## config.mk

```make
export PLATFORM = sky130hd
export DESIGN_NAME = breaker_failure_trigger
export DESIGN_NICKNAME = d
export VERILOG_FILES = /design/src/hw/breaker_failure_trigger.v
export VERILOG_INCLUDE_DIRS = /design/src /design/src/hw
export SDC_FILE = /design/constraint.sdc
export NUM_CORES = 1
export LEC_CHECK = 0
export ABC_AREA = 1
export BUFFER_PORTS_ARGS = -buffer_cell sky130_fd_sc_hd__buf_2
export CAP_MARGIN = 0
export CORE_ASPECT_RATIO = 1.75
export CORE_UTILIZATION = 52
export CTS_BUF_LIST = sky130_fd_sc_hd__clkbuf_16
export DETAILED_ROUTE_END_ITERATION = 8
export PLACE_DENSITY = 0.77
export SYNTH_ARGS = -nofsm -noshare
export SYNTH_HDL_FRONTEND = slang
export SYNTH_SLANG_ARGS = --single-unit
```

## constraint.sdc

```tcl
create_clock -name i_clk -period 12.15 [get_ports i_clk]
set_input_delay 1.215 -clock i_clk [delete_from_list [all_inputs] [get_ports i_clk]]
set_output_delay 1.215 -clock i_clk [all_outputs]
set_load 0.005 [all_outputs]
```

## src/hw/breaker_failure_trigger_defines.vh

```
// Constants for the breaker failure trigger: offsets, fields, reset values and timing.
//
// Operation
// - Supervise breaker after trip, retrip if needed
// - Failed retrip raises breaker failure output
// - Retrip output can be disabled
// - Triggers: current, relays, signals, combinations
// - Evaluate three phases and chosen residual
// - Any selected binary signal may trigger
// - Selected output relay control may trigger
// - Compare fundamental magnitudes only
// - Residual source: input one, two, calculated
// - Measurements refreshed every 5 ms
// - Signal selection honoured only in signal modes
// - Relay selection honoured only in relay modes
// - Monitoring selections static, no setting groups
// - Forcing overrides reported state when enabled
// - Release at 97 percent, shared threshold
// - Blocked at pick-up stops processing
// - One pick-up starts both timers together
`ifndef BREAKER_FAILURE_TRIGGER_DEFINES_VH
`define BREAKER_FAILURE_TRIGGER_DEFINES_VH

// Register byte offsets.
`define BFT_REG_CTRL        8'h00
`define BFT_REG_PHASE_THR   8'h04
`define BFT_REG_RES_THR     8'h08
`define BFT_REG_SIG_SEL     8'h0C
`define BFT_REG_RELAY_SEL   8'h10
`define BFT_REG_RETRIP_TIME 8'h14
`define BFT_REG_BF_TIME     8'h18
`define BFT_REG_STATUS      8'h1C
`define BFT_REG_IRQ_STAT    8'h20
`define BFT_REG_IRQ_CLR     8'h24
`define BFT_REG_IRQ_EN      8'h28

// Control register fields.
`define BFT_CTRL_MODE_LSB   0
`define BFT_CTRL_MODE_MSB   3
`define BFT_CTRL_RES_LSB    4
`define BFT_CTRL_RES_MSB    5
`define BFT_CTRL_RETRIP_EN  6
`define BFT_CTRL_FORCE_EN   7
`define BFT_CTRL_FORCE_LSB  8
`define BFT_CTRL_FORCE_MSB  10
`define BFT_CTRL_RESET      11'h040

// Residual source codes.
`define BFT_RES_NONE        2'h0
`define BFT_RES_ONE         2'h1
`define BFT_RES_TWO         2'h2
`define BFT_RES_CALC        2'h3

// Forced state codes.
`define BFT_FORCE_NORMAL    3'h0
`define BFT_FORCE_START     3'h1
`define BFT_FORCE_RETRIP    3'h2
`define BFT_FORCE_BF        3'h3
`define BFT_FORCE_BLOCKED   3'h4

// Reset values of thresholds and timers (timers in 5 ms ticks).
`define BFT_THR_RESET       16'h0014
`define BFT_RES_THR_RESET   16'h0078
`define BFT_RETRIP_RESET    16'h0014
`define BFT_BF_RESET        16'h0028

// Hysteresis: release below 97 of 100 parts of the threshold.
`define BFT_HYST_NUM        7'h61
`define BFT_HYST_DEN        7'h64

// Measurement time base.
`define BFT_TICK_MS         5
`define BFT_CLK_PERIOD_NS   10
`define BFT_TICK_CYCLES     (`BFT_TICK_MS * 1000000 / `BFT_CLK_PERIOD_NS)

`endif

```

## src/hw/breaker_failure_trigger.v

```verilog
// Breaker failure trigger: pick-up, retrip and backup trip logic with an APB register file.
`timescale 1ns/1ps
`default_nettype none
`include "breaker_failure_trigger_defines.vh"

module breaker_failure_trigger #(
	parameter W           = 16,
	parameter NSIG        = 16,
	parameter NREL        = 8,
	parameter TICK_CYCLES = `BFT_TICK_CYCLES
) (
	input  wire            i_clk,
	input  wire            i_nrst,
	input  wire            i_psel,
	input  wire            i_penable,
	input  wire            i_pwrite,
	input  wire [7:0]      i_paddr,
	input  wire [31:0]     i_pwdata,
	output reg  [31:0]     o_prdata,
	output reg             o_pready,
	output reg             o_pslverr,
	input  wire [W-1:0]    i_phase_a_current,
	input  wire [W-1:0]    i_phase_b_current,
	input  wire [W-1:0]    i_phase_c_current,
	input  wire [W-1:0]    i_residual_input_one,
	input  wire [W-1:0]    i_residual_input_two,
	input  wire [W-1:0]    i_calculated_residual,
	input  wire [NSIG-1:0] i_trip_signals,
	input  wire [NREL-1:0] i_relay_ctrl,
	input  wire            i_block,
	output reg             o_retrip,
	output reg             o_breaker_failure_output,
	output reg  [4:0]      o_condition,
	output reg             o_irq
);

	// **********************************************************************
	// Local constants
	// **********************************************************************
	localparam [4:0] ST_NORMAL  = 5'h01;
	localparam [4:0] ST_START   = 5'h02;
	localparam [4:0] ST_RETRIP  = 5'h04;
	localparam [4:0] ST_BF      = 5'h08;
	localparam [4:0] ST_BLOCKED = 5'h10;
	localparam [19:0] TICK_LAST = TICK_CYCLES[19:0] - 20'h00001;
	localparam MW = W + 7;

	// **********************************************************************
	// Registers and nets
	// **********************************************************************
	reg  [10:0]     ctrl_q;
	reg  [15:0]     phase_thr_q;
	reg  [15:0]     res_thr_q;
	reg  [NSIG-1:0] sig_sel_q;
	reg  [NREL-1:0] relay_sel_q;
	reg  [15:0]     retrip_time_q;
	reg  [15:0]     bf_time_q;
	reg  [3:0]      irq_stat_q;
	reg  [3:0]      irq_en_q;
	reg  [19:0]     tick_cnt_q;
	reg             tick_q;
	reg  [4*W-1:0]  meas_q;
	reg  [3:0]      pick_q;
	reg  [4:0]      state_q;
	reg  [4:0]      state_d;
	reg  [15:0]     timer_q;
	reg  [W-1:0]    res_mux;
	reg  [2:0]      use_src;
	reg             and_op;
	reg  [4:0]      cond_d;
	reg  [31:0]     rdata_d;
	reg             bad_addr;
	wire [3:0]      mode;
	wire [1:0]      res_sel;
	wire [2:0]      force_code;
	wire            setup;
	wire            wr_en;
	wire            cur_cond;
	wire            sig_cond;
	wire            rel_cond;
	wire            pickup;
	wire [3:0]      events;
	wire [3:0]      clr_bits;
	wire [4*W-1:0]  meas_in;

	assign mode       = ctrl_q[`BFT_CTRL_MODE_MSB:`BFT_CTRL_MODE_LSB];
	assign res_sel    = ctrl_q[`BFT_CTRL_RES_MSB:`BFT_CTRL_RES_LSB];
	assign force_code = ctrl_q[`BFT_CTRL_FORCE_MSB:`BFT_CTRL_FORCE_LSB];
	assign setup      = i_psel & ~i_penable;
	assign wr_en      = i_psel & i_penable & o_pready & i_pwrite & ~o_pslverr;

	// **********************************************************************
	// Measurement time base and sampling
	// **********************************************************************

	// The divider gives a one-cycle tick every 5 ms; all timing runs on it.
	always @(posedge i_clk or negedge i_nrst) begin
		if (!i_nrst) begin
			tick_cnt_q <= 20'h00000;
			tick_q     <= 1'b0;
		end else if (tick_cnt_q == TICK_LAST) begin
			tick_cnt_q <= 20'h00000;
			tick_q     <= 1'b1;
		end else begin
			tick_cnt_q <= tick_cnt_q + 20'h00001;
			tick_q     <= 1'b0;
		end
	end

	// Residual source picks input one, two or the calculated value.
	always @* begin
		case (res_sel)
			`BFT_RES_ONE:  res_mux = i_residual_input_one;
			`BFT_RES_TWO:  res_mux = i_residual_input_two;
			`BFT_RES_CALC: res_mux = i_calculated_residual;
			default:       res_mux = {W{1'b0}};
		endcase
	end

	assign meas_in = {res_mux, i_phase_c_current, i_phase_b_current, i_phase_a_current};

	// **********************************************************************
	// Per-channel pick-up with hysteresis
	// **********************************************************************
	genvar g;
	generate
		for (g = 0; g < 4; g = g + 1) begin : chan
			wire [15:0] thr;
			wire [W-1:0] m;
			wire [MW-1:0] m_scaled;
			wire [MW-1:0] thr_rel;
			wire above;
			wire hold;
			assign thr      = (g == 3) ? res_thr_q : phase_thr_q;
			assign m        = meas_q[g*W +: W];
			assign m_scaled = m * `BFT_HYST_DEN;
			assign thr_rel  = thr * `BFT_HYST_NUM;
			assign above    = ({7'h00, m} > {{(MW-16){1'b0}}, thr});
			assign hold     = (m_scaled >= thr_rel);

			// Magnitudes are latched on the tick; pick-up releases below 97 percent.
			always @(posedge i_clk or negedge i_nrst) begin
				if (!i_nrst) begin
					meas_q[g*W +: W] <= {W{1'b0}};
					pick_q[g]        <= 1'b0;
				end else if (tick_q) begin
					meas_q[g*W +: W] <= meas_in[g*W +: W];
					if (g == 3 && res_sel == `BFT_RES_NONE)
						pick_q[g] <= 1'b0;
					else
						pick_q[g] <= pick_q[g] ? hold : above;
				end
			end
		end
	endgenerate

	// **********************************************************************
	// Trigger combination
	// **********************************************************************
	assign cur_cond = |pick_q;
	assign sig_cond = |(i_trip_signals & sig_sel_q);
	assign rel_cond = |(i_relay_ctrl & relay_sel_q);

	// Mode decodes to the sources in use and whether they are ANDed or ORed.
	always @* begin
		and_op = 1'b0;
		case (mode)
			4'h0:    use_src = 3'b001;
			4'h1:    use_src = 3'b100;
			4'h2:    use_src = 3'b010;
			4'h3:    begin use_src = 3'b101; and_op = 1'b1; end
			4'h4:    use_src = 3'b101;
			4'h5:    begin use_src = 3'b011; and_op = 1'b1; end
			4'h6:    use_src = 3'b011;
			4'h7:    begin use_src = 3'b110; and_op = 1'b1; end
			4'h8:    use_src = 3'b110;
			4'h9:    begin use_src = 3'b111; and_op = 1'b1; end
			4'hA:    use_src = 3'b111;
			default: use_src = 3'b001;
		endcase
	end

	// Unused sources drop out: neutral 1 for AND, neutral 0 for OR.
	assign pickup = and_op ?
		((cur_cond | ~use_src[0]) & (sig_cond | ~use_src[1]) & (rel_cond | ~use_src[2])) :
		((cur_cond & use_src[0]) | (sig_cond & use_src[1]) | (rel_cond & use_src[2]));

	// **********************************************************************
	// Supervision state machine
	// **********************************************************************

	// Next state: release wins, blocking at pick-up stops, timers promote.
	always @* begin
		state_d = state_q;
		case (state_q)
			ST_NORMAL: begin
				if (pickup)
					state_d = i_block ? ST_BLOCKED : ST_START;
			end
			ST_START: begin
				if (!pickup)
					state_d = ST_NORMAL;
				else if (i_block)
					state_d = ST_NORMAL;
				else if (timer_q >= bf_time_q)
					state_d = ST_BF;
				else if (ctrl_q[`BFT_CTRL_RETRIP_EN] && timer_q >= retrip_time_q)
					state_d = ST_RETRIP;
			end
			ST_RETRIP: begin
				if (!pickup || i_block)
					state_d = ST_NORMAL;
				else if (timer_q >= bf_time_q)
					state_d = ST_BF;
			end
			ST_BF: begin
				if (!pickup || i_block)
					state_d = ST_NORMAL;
			end
			ST_BLOCKED: begin
				if (!pickup)
					state_d = ST_NORMAL;
			end
			default: state_d = ST_NORMAL;
		endcase
	end

	// One timer measures both delays from the common pick-up.
	always @(posedge i_clk or negedge i_nrst) begin
		if (!i_nrst) begin
			state_q <= ST_NORMAL;
			timer_q <= 16'h0000;
		end else begin
			state_q <= state_d;
			if (state_d == ST_NORMAL || state_d == ST_BLOCKED)
				timer_q <= 16'h0000;
			else if (tick_q && timer_q != 16'hFFFF)
				timer_q <= timer_q + 16'h0001;
		end
	end

	// Reported condition, overridden while forcing is enabled.
	always @* begin
		cond_d = state_q;
		if (ctrl_q[`BFT_CTRL_FORCE_EN]) begin
			case (force_code)
				`BFT_FORCE_START:   cond_d = ST_START;
				`BFT_FORCE_RETRIP:  cond_d = ST_RETRIP;
				`BFT_FORCE_BF:      cond_d = ST_BF;
				`BFT_FORCE_BLOCKED: cond_d = ST_BLOCKED;
				default:            cond_d = ST_NORMAL;
			endcase
		end
	end

	// Outputs are registered copies of the reported condition.
	always @(posedge i_clk or negedge i_nrst) begin
		if (!i_nrst) begin
			o_condition              <= ST_NORMAL;
			o_retrip                 <= 1'b0;
			o_breaker_failure_output <= 1'b0;
		end else begin
			o_condition              <= cond_d;
			o_retrip                 <= (cond_d == ST_RETRIP);
			o_breaker_failure_output <= (cond_d == ST_BF);
		end
	end

	// **********************************************************************
	// Interrupts
	// **********************************************************************
	assign events   = {state_d == ST_BLOCKED, state_d == ST_BF, state_d == ST_RETRIP,
		state_d == ST_START} & ~{state_q == ST_BLOCKED, state_q == ST_BF,
		state_q == ST_RETRIP, state_q == ST_START};
	assign clr_bits = (wr_en && i_paddr == `BFT_REG_IRQ_CLR) ? i_pwdata[3:0] : 4'h0;

	// Sticky status: a new event in the clear cycle survives the clear.
	always @(posedge i_clk or negedge i_nrst) begin
		if (!i_nrst) begin
			irq_stat_q <= 4'h0;
			o_irq      <= 1'b0;
		end else begin
			irq_stat_q <= (irq_stat_q & ~clr_bits) | events;
			o_irq      <= |(((irq_stat_q & ~clr_bits) | events) & irq_en_q);
		end
	end

	// **********************************************************************
	// APB register file
	// **********************************************************************

	// Settings are static; nothing but a bus write changes them.
	always @(posedge i_clk or negedge i_nrst) begin
		if (!i_nrst) begin
			ctrl_q        <= `BFT_CTRL_RESET;
			phase_thr_q   <= `BFT_THR_RESET;
			res_thr_q     <= `BFT_RES_THR_RESET;
			sig_sel_q     <= {NSIG{1'b0}};
			relay_sel_q   <= {NREL{1'b0}};
			retrip_time_q <= `BFT_RETRIP_RESET;
			bf_time_q     <= `BFT_BF_RESET;
			irq_en_q      <= 4'h0;
		end else if (wr_en) begin
			case (i_paddr)
				`BFT_REG_CTRL:        ctrl_q        <= i_pwdata[10:0];
				`BFT_REG_PHASE_THR:   phase_thr_q   <= i_pwdata[15:0];
				`BFT_REG_RES_THR:     res_thr_q     <= i_pwdata[15:0];
				`BFT_REG_SIG_SEL:     sig_sel_q     <= i_pwdata[NSIG-1:0];
				`BFT_REG_RELAY_SEL:   relay_sel_q   <= i_pwdata[NREL-1:0];
				`BFT_REG_RETRIP_TIME: retrip_time_q <= i_pwdata[15:0];
				`BFT_REG_BF_TIME:     bf_time_q     <= i_pwdata[15:0];
				`BFT_REG_IRQ_EN:      irq_en_q      <= i_pwdata[3:0];
				default:              ctrl_q        <= ctrl_q;
			endcase
		end
	end

	// Read mux and address check.
	always @* begin
		rdata_d  = 32'h00000000;
		bad_addr = 1'b0;
		case (i_paddr)
			`BFT_REG_CTRL:        rdata_d[10:0] = ctrl_q;
			`BFT_REG_PHASE_THR:   rdata_d[15:0] = phase_thr_q;
			`BFT_REG_RES_THR:     rdata_d[15:0] = res_thr_q;
			`BFT_REG_SIG_SEL:     rdata_d[NSIG-1:0] = sig_sel_q;
			`BFT_REG_RELAY_SEL:   rdata_d[NREL-1:0] = relay_sel_q;
			`BFT_REG_RETRIP_TIME: rdata_d[15:0] = retrip_time_q;
			`BFT_REG_BF_TIME:     rdata_d[15:0] = bf_time_q;
			`BFT_REG_STATUS:      rdata_d[24:0] = {timer_q, pick_q, o_condition};
			`BFT_REG_IRQ_STAT:    rdata_d[3:0] = irq_stat_q;
			`BFT_REG_IRQ_CLR:     rdata_d = 32'h00000000;
			`BFT_REG_IRQ_EN:      rdata_d[3:0] = irq_en_q;
			default:              bad_addr = 1'b1;
		endcase
	end

	// Every access gets one wait-free access phase; data is captured at setup.
	always @(posedge i_clk or negedge i_nrst) begin
		if (!i_nrst) begin
			o_pready  <= 1'b0;
			o_pslverr <= 1'b0;
			o_prdata  <= 32'h00000000;
		end else begin
			o_pready  <= setup;
			o_pslverr <= setup & bad_addr;
			if (setup)
				o_prdata <= i_pwrite ? 32'h00000000 : rdata_d;
		end
	end

endmodule // breaker_failure_trigger
`default_nettype wire

```

==> run metrics <==
Rows 106; Critical Path Start chan[0].thr[6]$_DFFE_PN0P_; crit start category flip-flop; Logic pwr share 0.044; pwr/cell area 65.9 nW/um2; final instance count without filler cells 3949; switching share of power 0.243; Remaining Overflow, GRT 0; share of cells above drive strength 1 0.0847; Root Buffer clkbuf_16; cell count after synthesis 3167; dpl hpwl 56.4 mm; Max FO, Critical Path 6; largest net degree at the start of global routing 126; crit share post-route 0.430; synthesized area per cell 7.92 um2; HP Start o_prdata[21]$_DFFE_PN0P_; flop and latch count out of synthesis 252; CTS Sinks 252; die height 293 um; total track usage 0.292; maximum buffer depth of the clock tree 3; GP Congestion 0.962; CP Data Arrival Time 5.72 ns; first-pass GRT wire length 112 mm; CTS hold repair buffers 0; Worst-Skew Late Latency 0.58 ns; Filler cells 4447; DRT iter0 DRCs 1102; Post-DRT Antenna Nets 0; Tmin final 5.22 ns; drt drc 0; CTS Buf Count 26; Worst R2R Start chan[0].thr[6]$_DFFE_PN0P_; number of synthesized flops with an enable pin 0; Setup TNS Final 0 ns; Pleak 14.6 nW; status complete, no violations; Initial Utilization 0.525; post-synthesis sequential area ratio 0.252; Psw 440 uW; CORE AREA 47700 um2; internal cell power 1.37 mW; total die area 49200 um2; Critical Path RT 12.65 ns; TritonCTS clock tree yes; cell area after synthesis 25100 um2; endpoints failing setup 0; WL final 70.5 mm; Distinct cells, synth 51; io pins 208; drt pass-1 iters 6; DR vias 22400; Setup crit end kind flip-flop; sequential power share 0.465; Peak supply drop 104 uV; Crit Path Category flip-flop to flip-flop; Final #Nets 4093; Power Total 1.81 mW; Worst-path clk slew 0.07 ns; initial antenna violation count 1; H-tree depth 1; Post-CTS Setup Repair Bufs 0; Final Hold Fails 0; final slew viol count 0; number of global-route vias before repair 22200; max cap viols 0; Die Width 168 um; f_max 192 MHz; Synth warnings 0; asr flop ratio synth 1.00; Worst-Margin Slew 1.17 ns; PostCTS Resize Cnt 0; Slew HR 0.215; Post-Route Skew 0.0141 ns; Vias/cell 5.67; Placed Instances 3900; WL per Instance 17.9 um; IO buf count 184; Top FF cell, synth dfrtp_1; HP Class flip-flop to flip-flop; Area Overhead vs Synth 9.66%; clock share of power 0.492; unrepaired setup endpoints after global routing no
metal layers:
metal  share of wire  GRT usage
met1            0.35      0.293
met5               0          0
met3           0.052     0.0340
met4           0.074      0.205
met2            0.52      0.553
cells by family after synthesis:
| logic type | share of synthesized area |
|---|---|
| AO/OA/AOI/OAI | 0.128 |
| XOR/XNOR | 0.0402 |
| adder cells (fa/ha/maj) | 0.314 |
| buffers and inverters | 0.0888 |
| flip-flops | 0.252 |
| other | 0.000150 |
| AND/OR/NAND/NOR | 0.177 |
power by group through the flow:
stage,registers [mW],clock network [mW],logic [mW]
3_5_place_dp,0.858,0,0.0794
3_3_place_gp,0.858,0,0.0781
2_1_floorplan,0.858,0,0.0242
5_1_grt,0.842,0.933,0.0885
4_1_cts,0.843,0.903,0.0800
6_report,0.843,0.892,0.0793
worst paths after layout:
check	slack, ns	depth (start not counted)	end
max reg2reg	6.93	21	pick_q[2]$_DFFE_PN0P_
min reg2reg	0.48	2	o_prdata[21]$_DFFE_PN0P_
max in group asynchronous	9.84	2	chan[1].m[11]$_DFFE_PN0P_
min	0.48	2	o_prdata[21]$_DFFE_PN0P_
min in group asynchronous	0.70	1	timer_q[11]$_DFFE_PN0P_
max	6.93	21	pick_q[2]$_DFFE_PN0P_
sequential cells by signal, indices dropped and copies added, names as in the netlist, 4 cells and up:
name           flops
irq_en_q           4
bf_time_q         16
irq_stat_q         4
pick_q             4
o_condition        5
relay_sel_q        8
chan.m            64
state_q            5
tick_cnt_q        20
ctrl_q            11
retrip_time_q     16
chan.thr          32
timer_q           16
sig_sel_q         16
o_prdata          25
cells in the final DEF, fill, tap and decap left out, types with 6 or more instances in the layout:
cell type and n:
xnor2_1 36, buf_2 183, inv_1 520, a21oi_1 203
a221oi_1 14, nor4_1 12, clkbuf_16 26, o21ai_0 249
o22ai_1 21, nor2_4 10, ha_1 533, dfstp_2 13
conb_1 7, o21a_1 12, nand4_1 47, a21o_1 10
o2111ai_1 11, dfrtp_1 238, a21boi_0 8, nand3_1 101
buf_4 6, a31oi_1 7, o31ai_1 12, a211oi_1 10
xor2_1 79, nor3_1 46, nand2_1 659, fa_1 60
nor2_1 147, nand2_2 11
synth_stat cells, types with 11 or more instances:
cell type | instances | area share
nand2_1 | 659 | 0.099
ha_1 | 533 | 0.27
inv_1 | 519 | 0.078
o21ai_0 | 249 | 0.050
dfrtp_1 | 239 | 0.24
a21oi_1 | 203 | 0.041
nor2_1 | 147 | 0.022
nand3_1 | 101 | 0.020
xor2_1 | 79 | 0.028
fa_1 | 60 | 0.048
clkbuf_1 | 47 | 0.0070
nand4_1 | 47 | 0.012
nor3_1 | 46 | 0.0092
xnor2_1 | 36 | 0.013
o22ai_1 | 21 | 0.0052
a221oi_1 | 14 | 0.0049
dfstp_2 | 13 | 0.014
nor4_1 | 12 | 0.0030
o21a_1 | 12 | 0.0036
o31ai_1 | 12 | 0.0036
nand2_2 | 11 | 0.0027
o2111ai_1 | 11 | 0.0038
area by class of cell:
class	count	area (um2)	area share
inverters	525	1970	0.0716
multi-input cells	2339	16600	0.602
clock buffers	26	651	0.0237
repair buffers	190	976	0.0355
diodes	1	2.50	0.0000910
well taps	594	743	0.0270
flip-flops and latches	252	6330	0.230
clock inverters	22	282	0.0102
per-stage QoR:
step | area [um2] | setup WS (ns) | hold WS (ns) | util
2_1_floorplan | 25100 | 7.82 | 0.433 | -
3_3_place_gp | 26600 | 7.01 | 0.453 | 0.556
3_5_place_dp | 26600 | 7.06 | 0.461 | 0.556
4_1_cts | 27500 | 7.02 | 0.479 | 0.576
5_1_grt | 27500 | 6.71 | 0.494 | 0.576
6_report | 27500 | 6.93 | 0.478 | 0.576
critical path, cell delays in order, from the launching register on:
cell and delay (ns):
dfrtp_1 0.52, ha_1 0.36, ha_1 0.30, ha_1 0.28
inv_1 0.05, fa_1 0.51, inv_1 0.05, ha_1 0.35
nand2_1 0.07, inv_1 0.07, nand3_1 0.07, o21ai_0 0.52
a21boi_0 0.27, o21ai_0 0.34, nand2_1 0.12, nand3b_1 0.10
nand2_1 0.19, ha_1 0.37, nand4_1 0.16, a21oi_1 0.20
nor4_1 0.07, a31oi_1 0.18
Note: power is estimated with default switching activity, not from simulation.
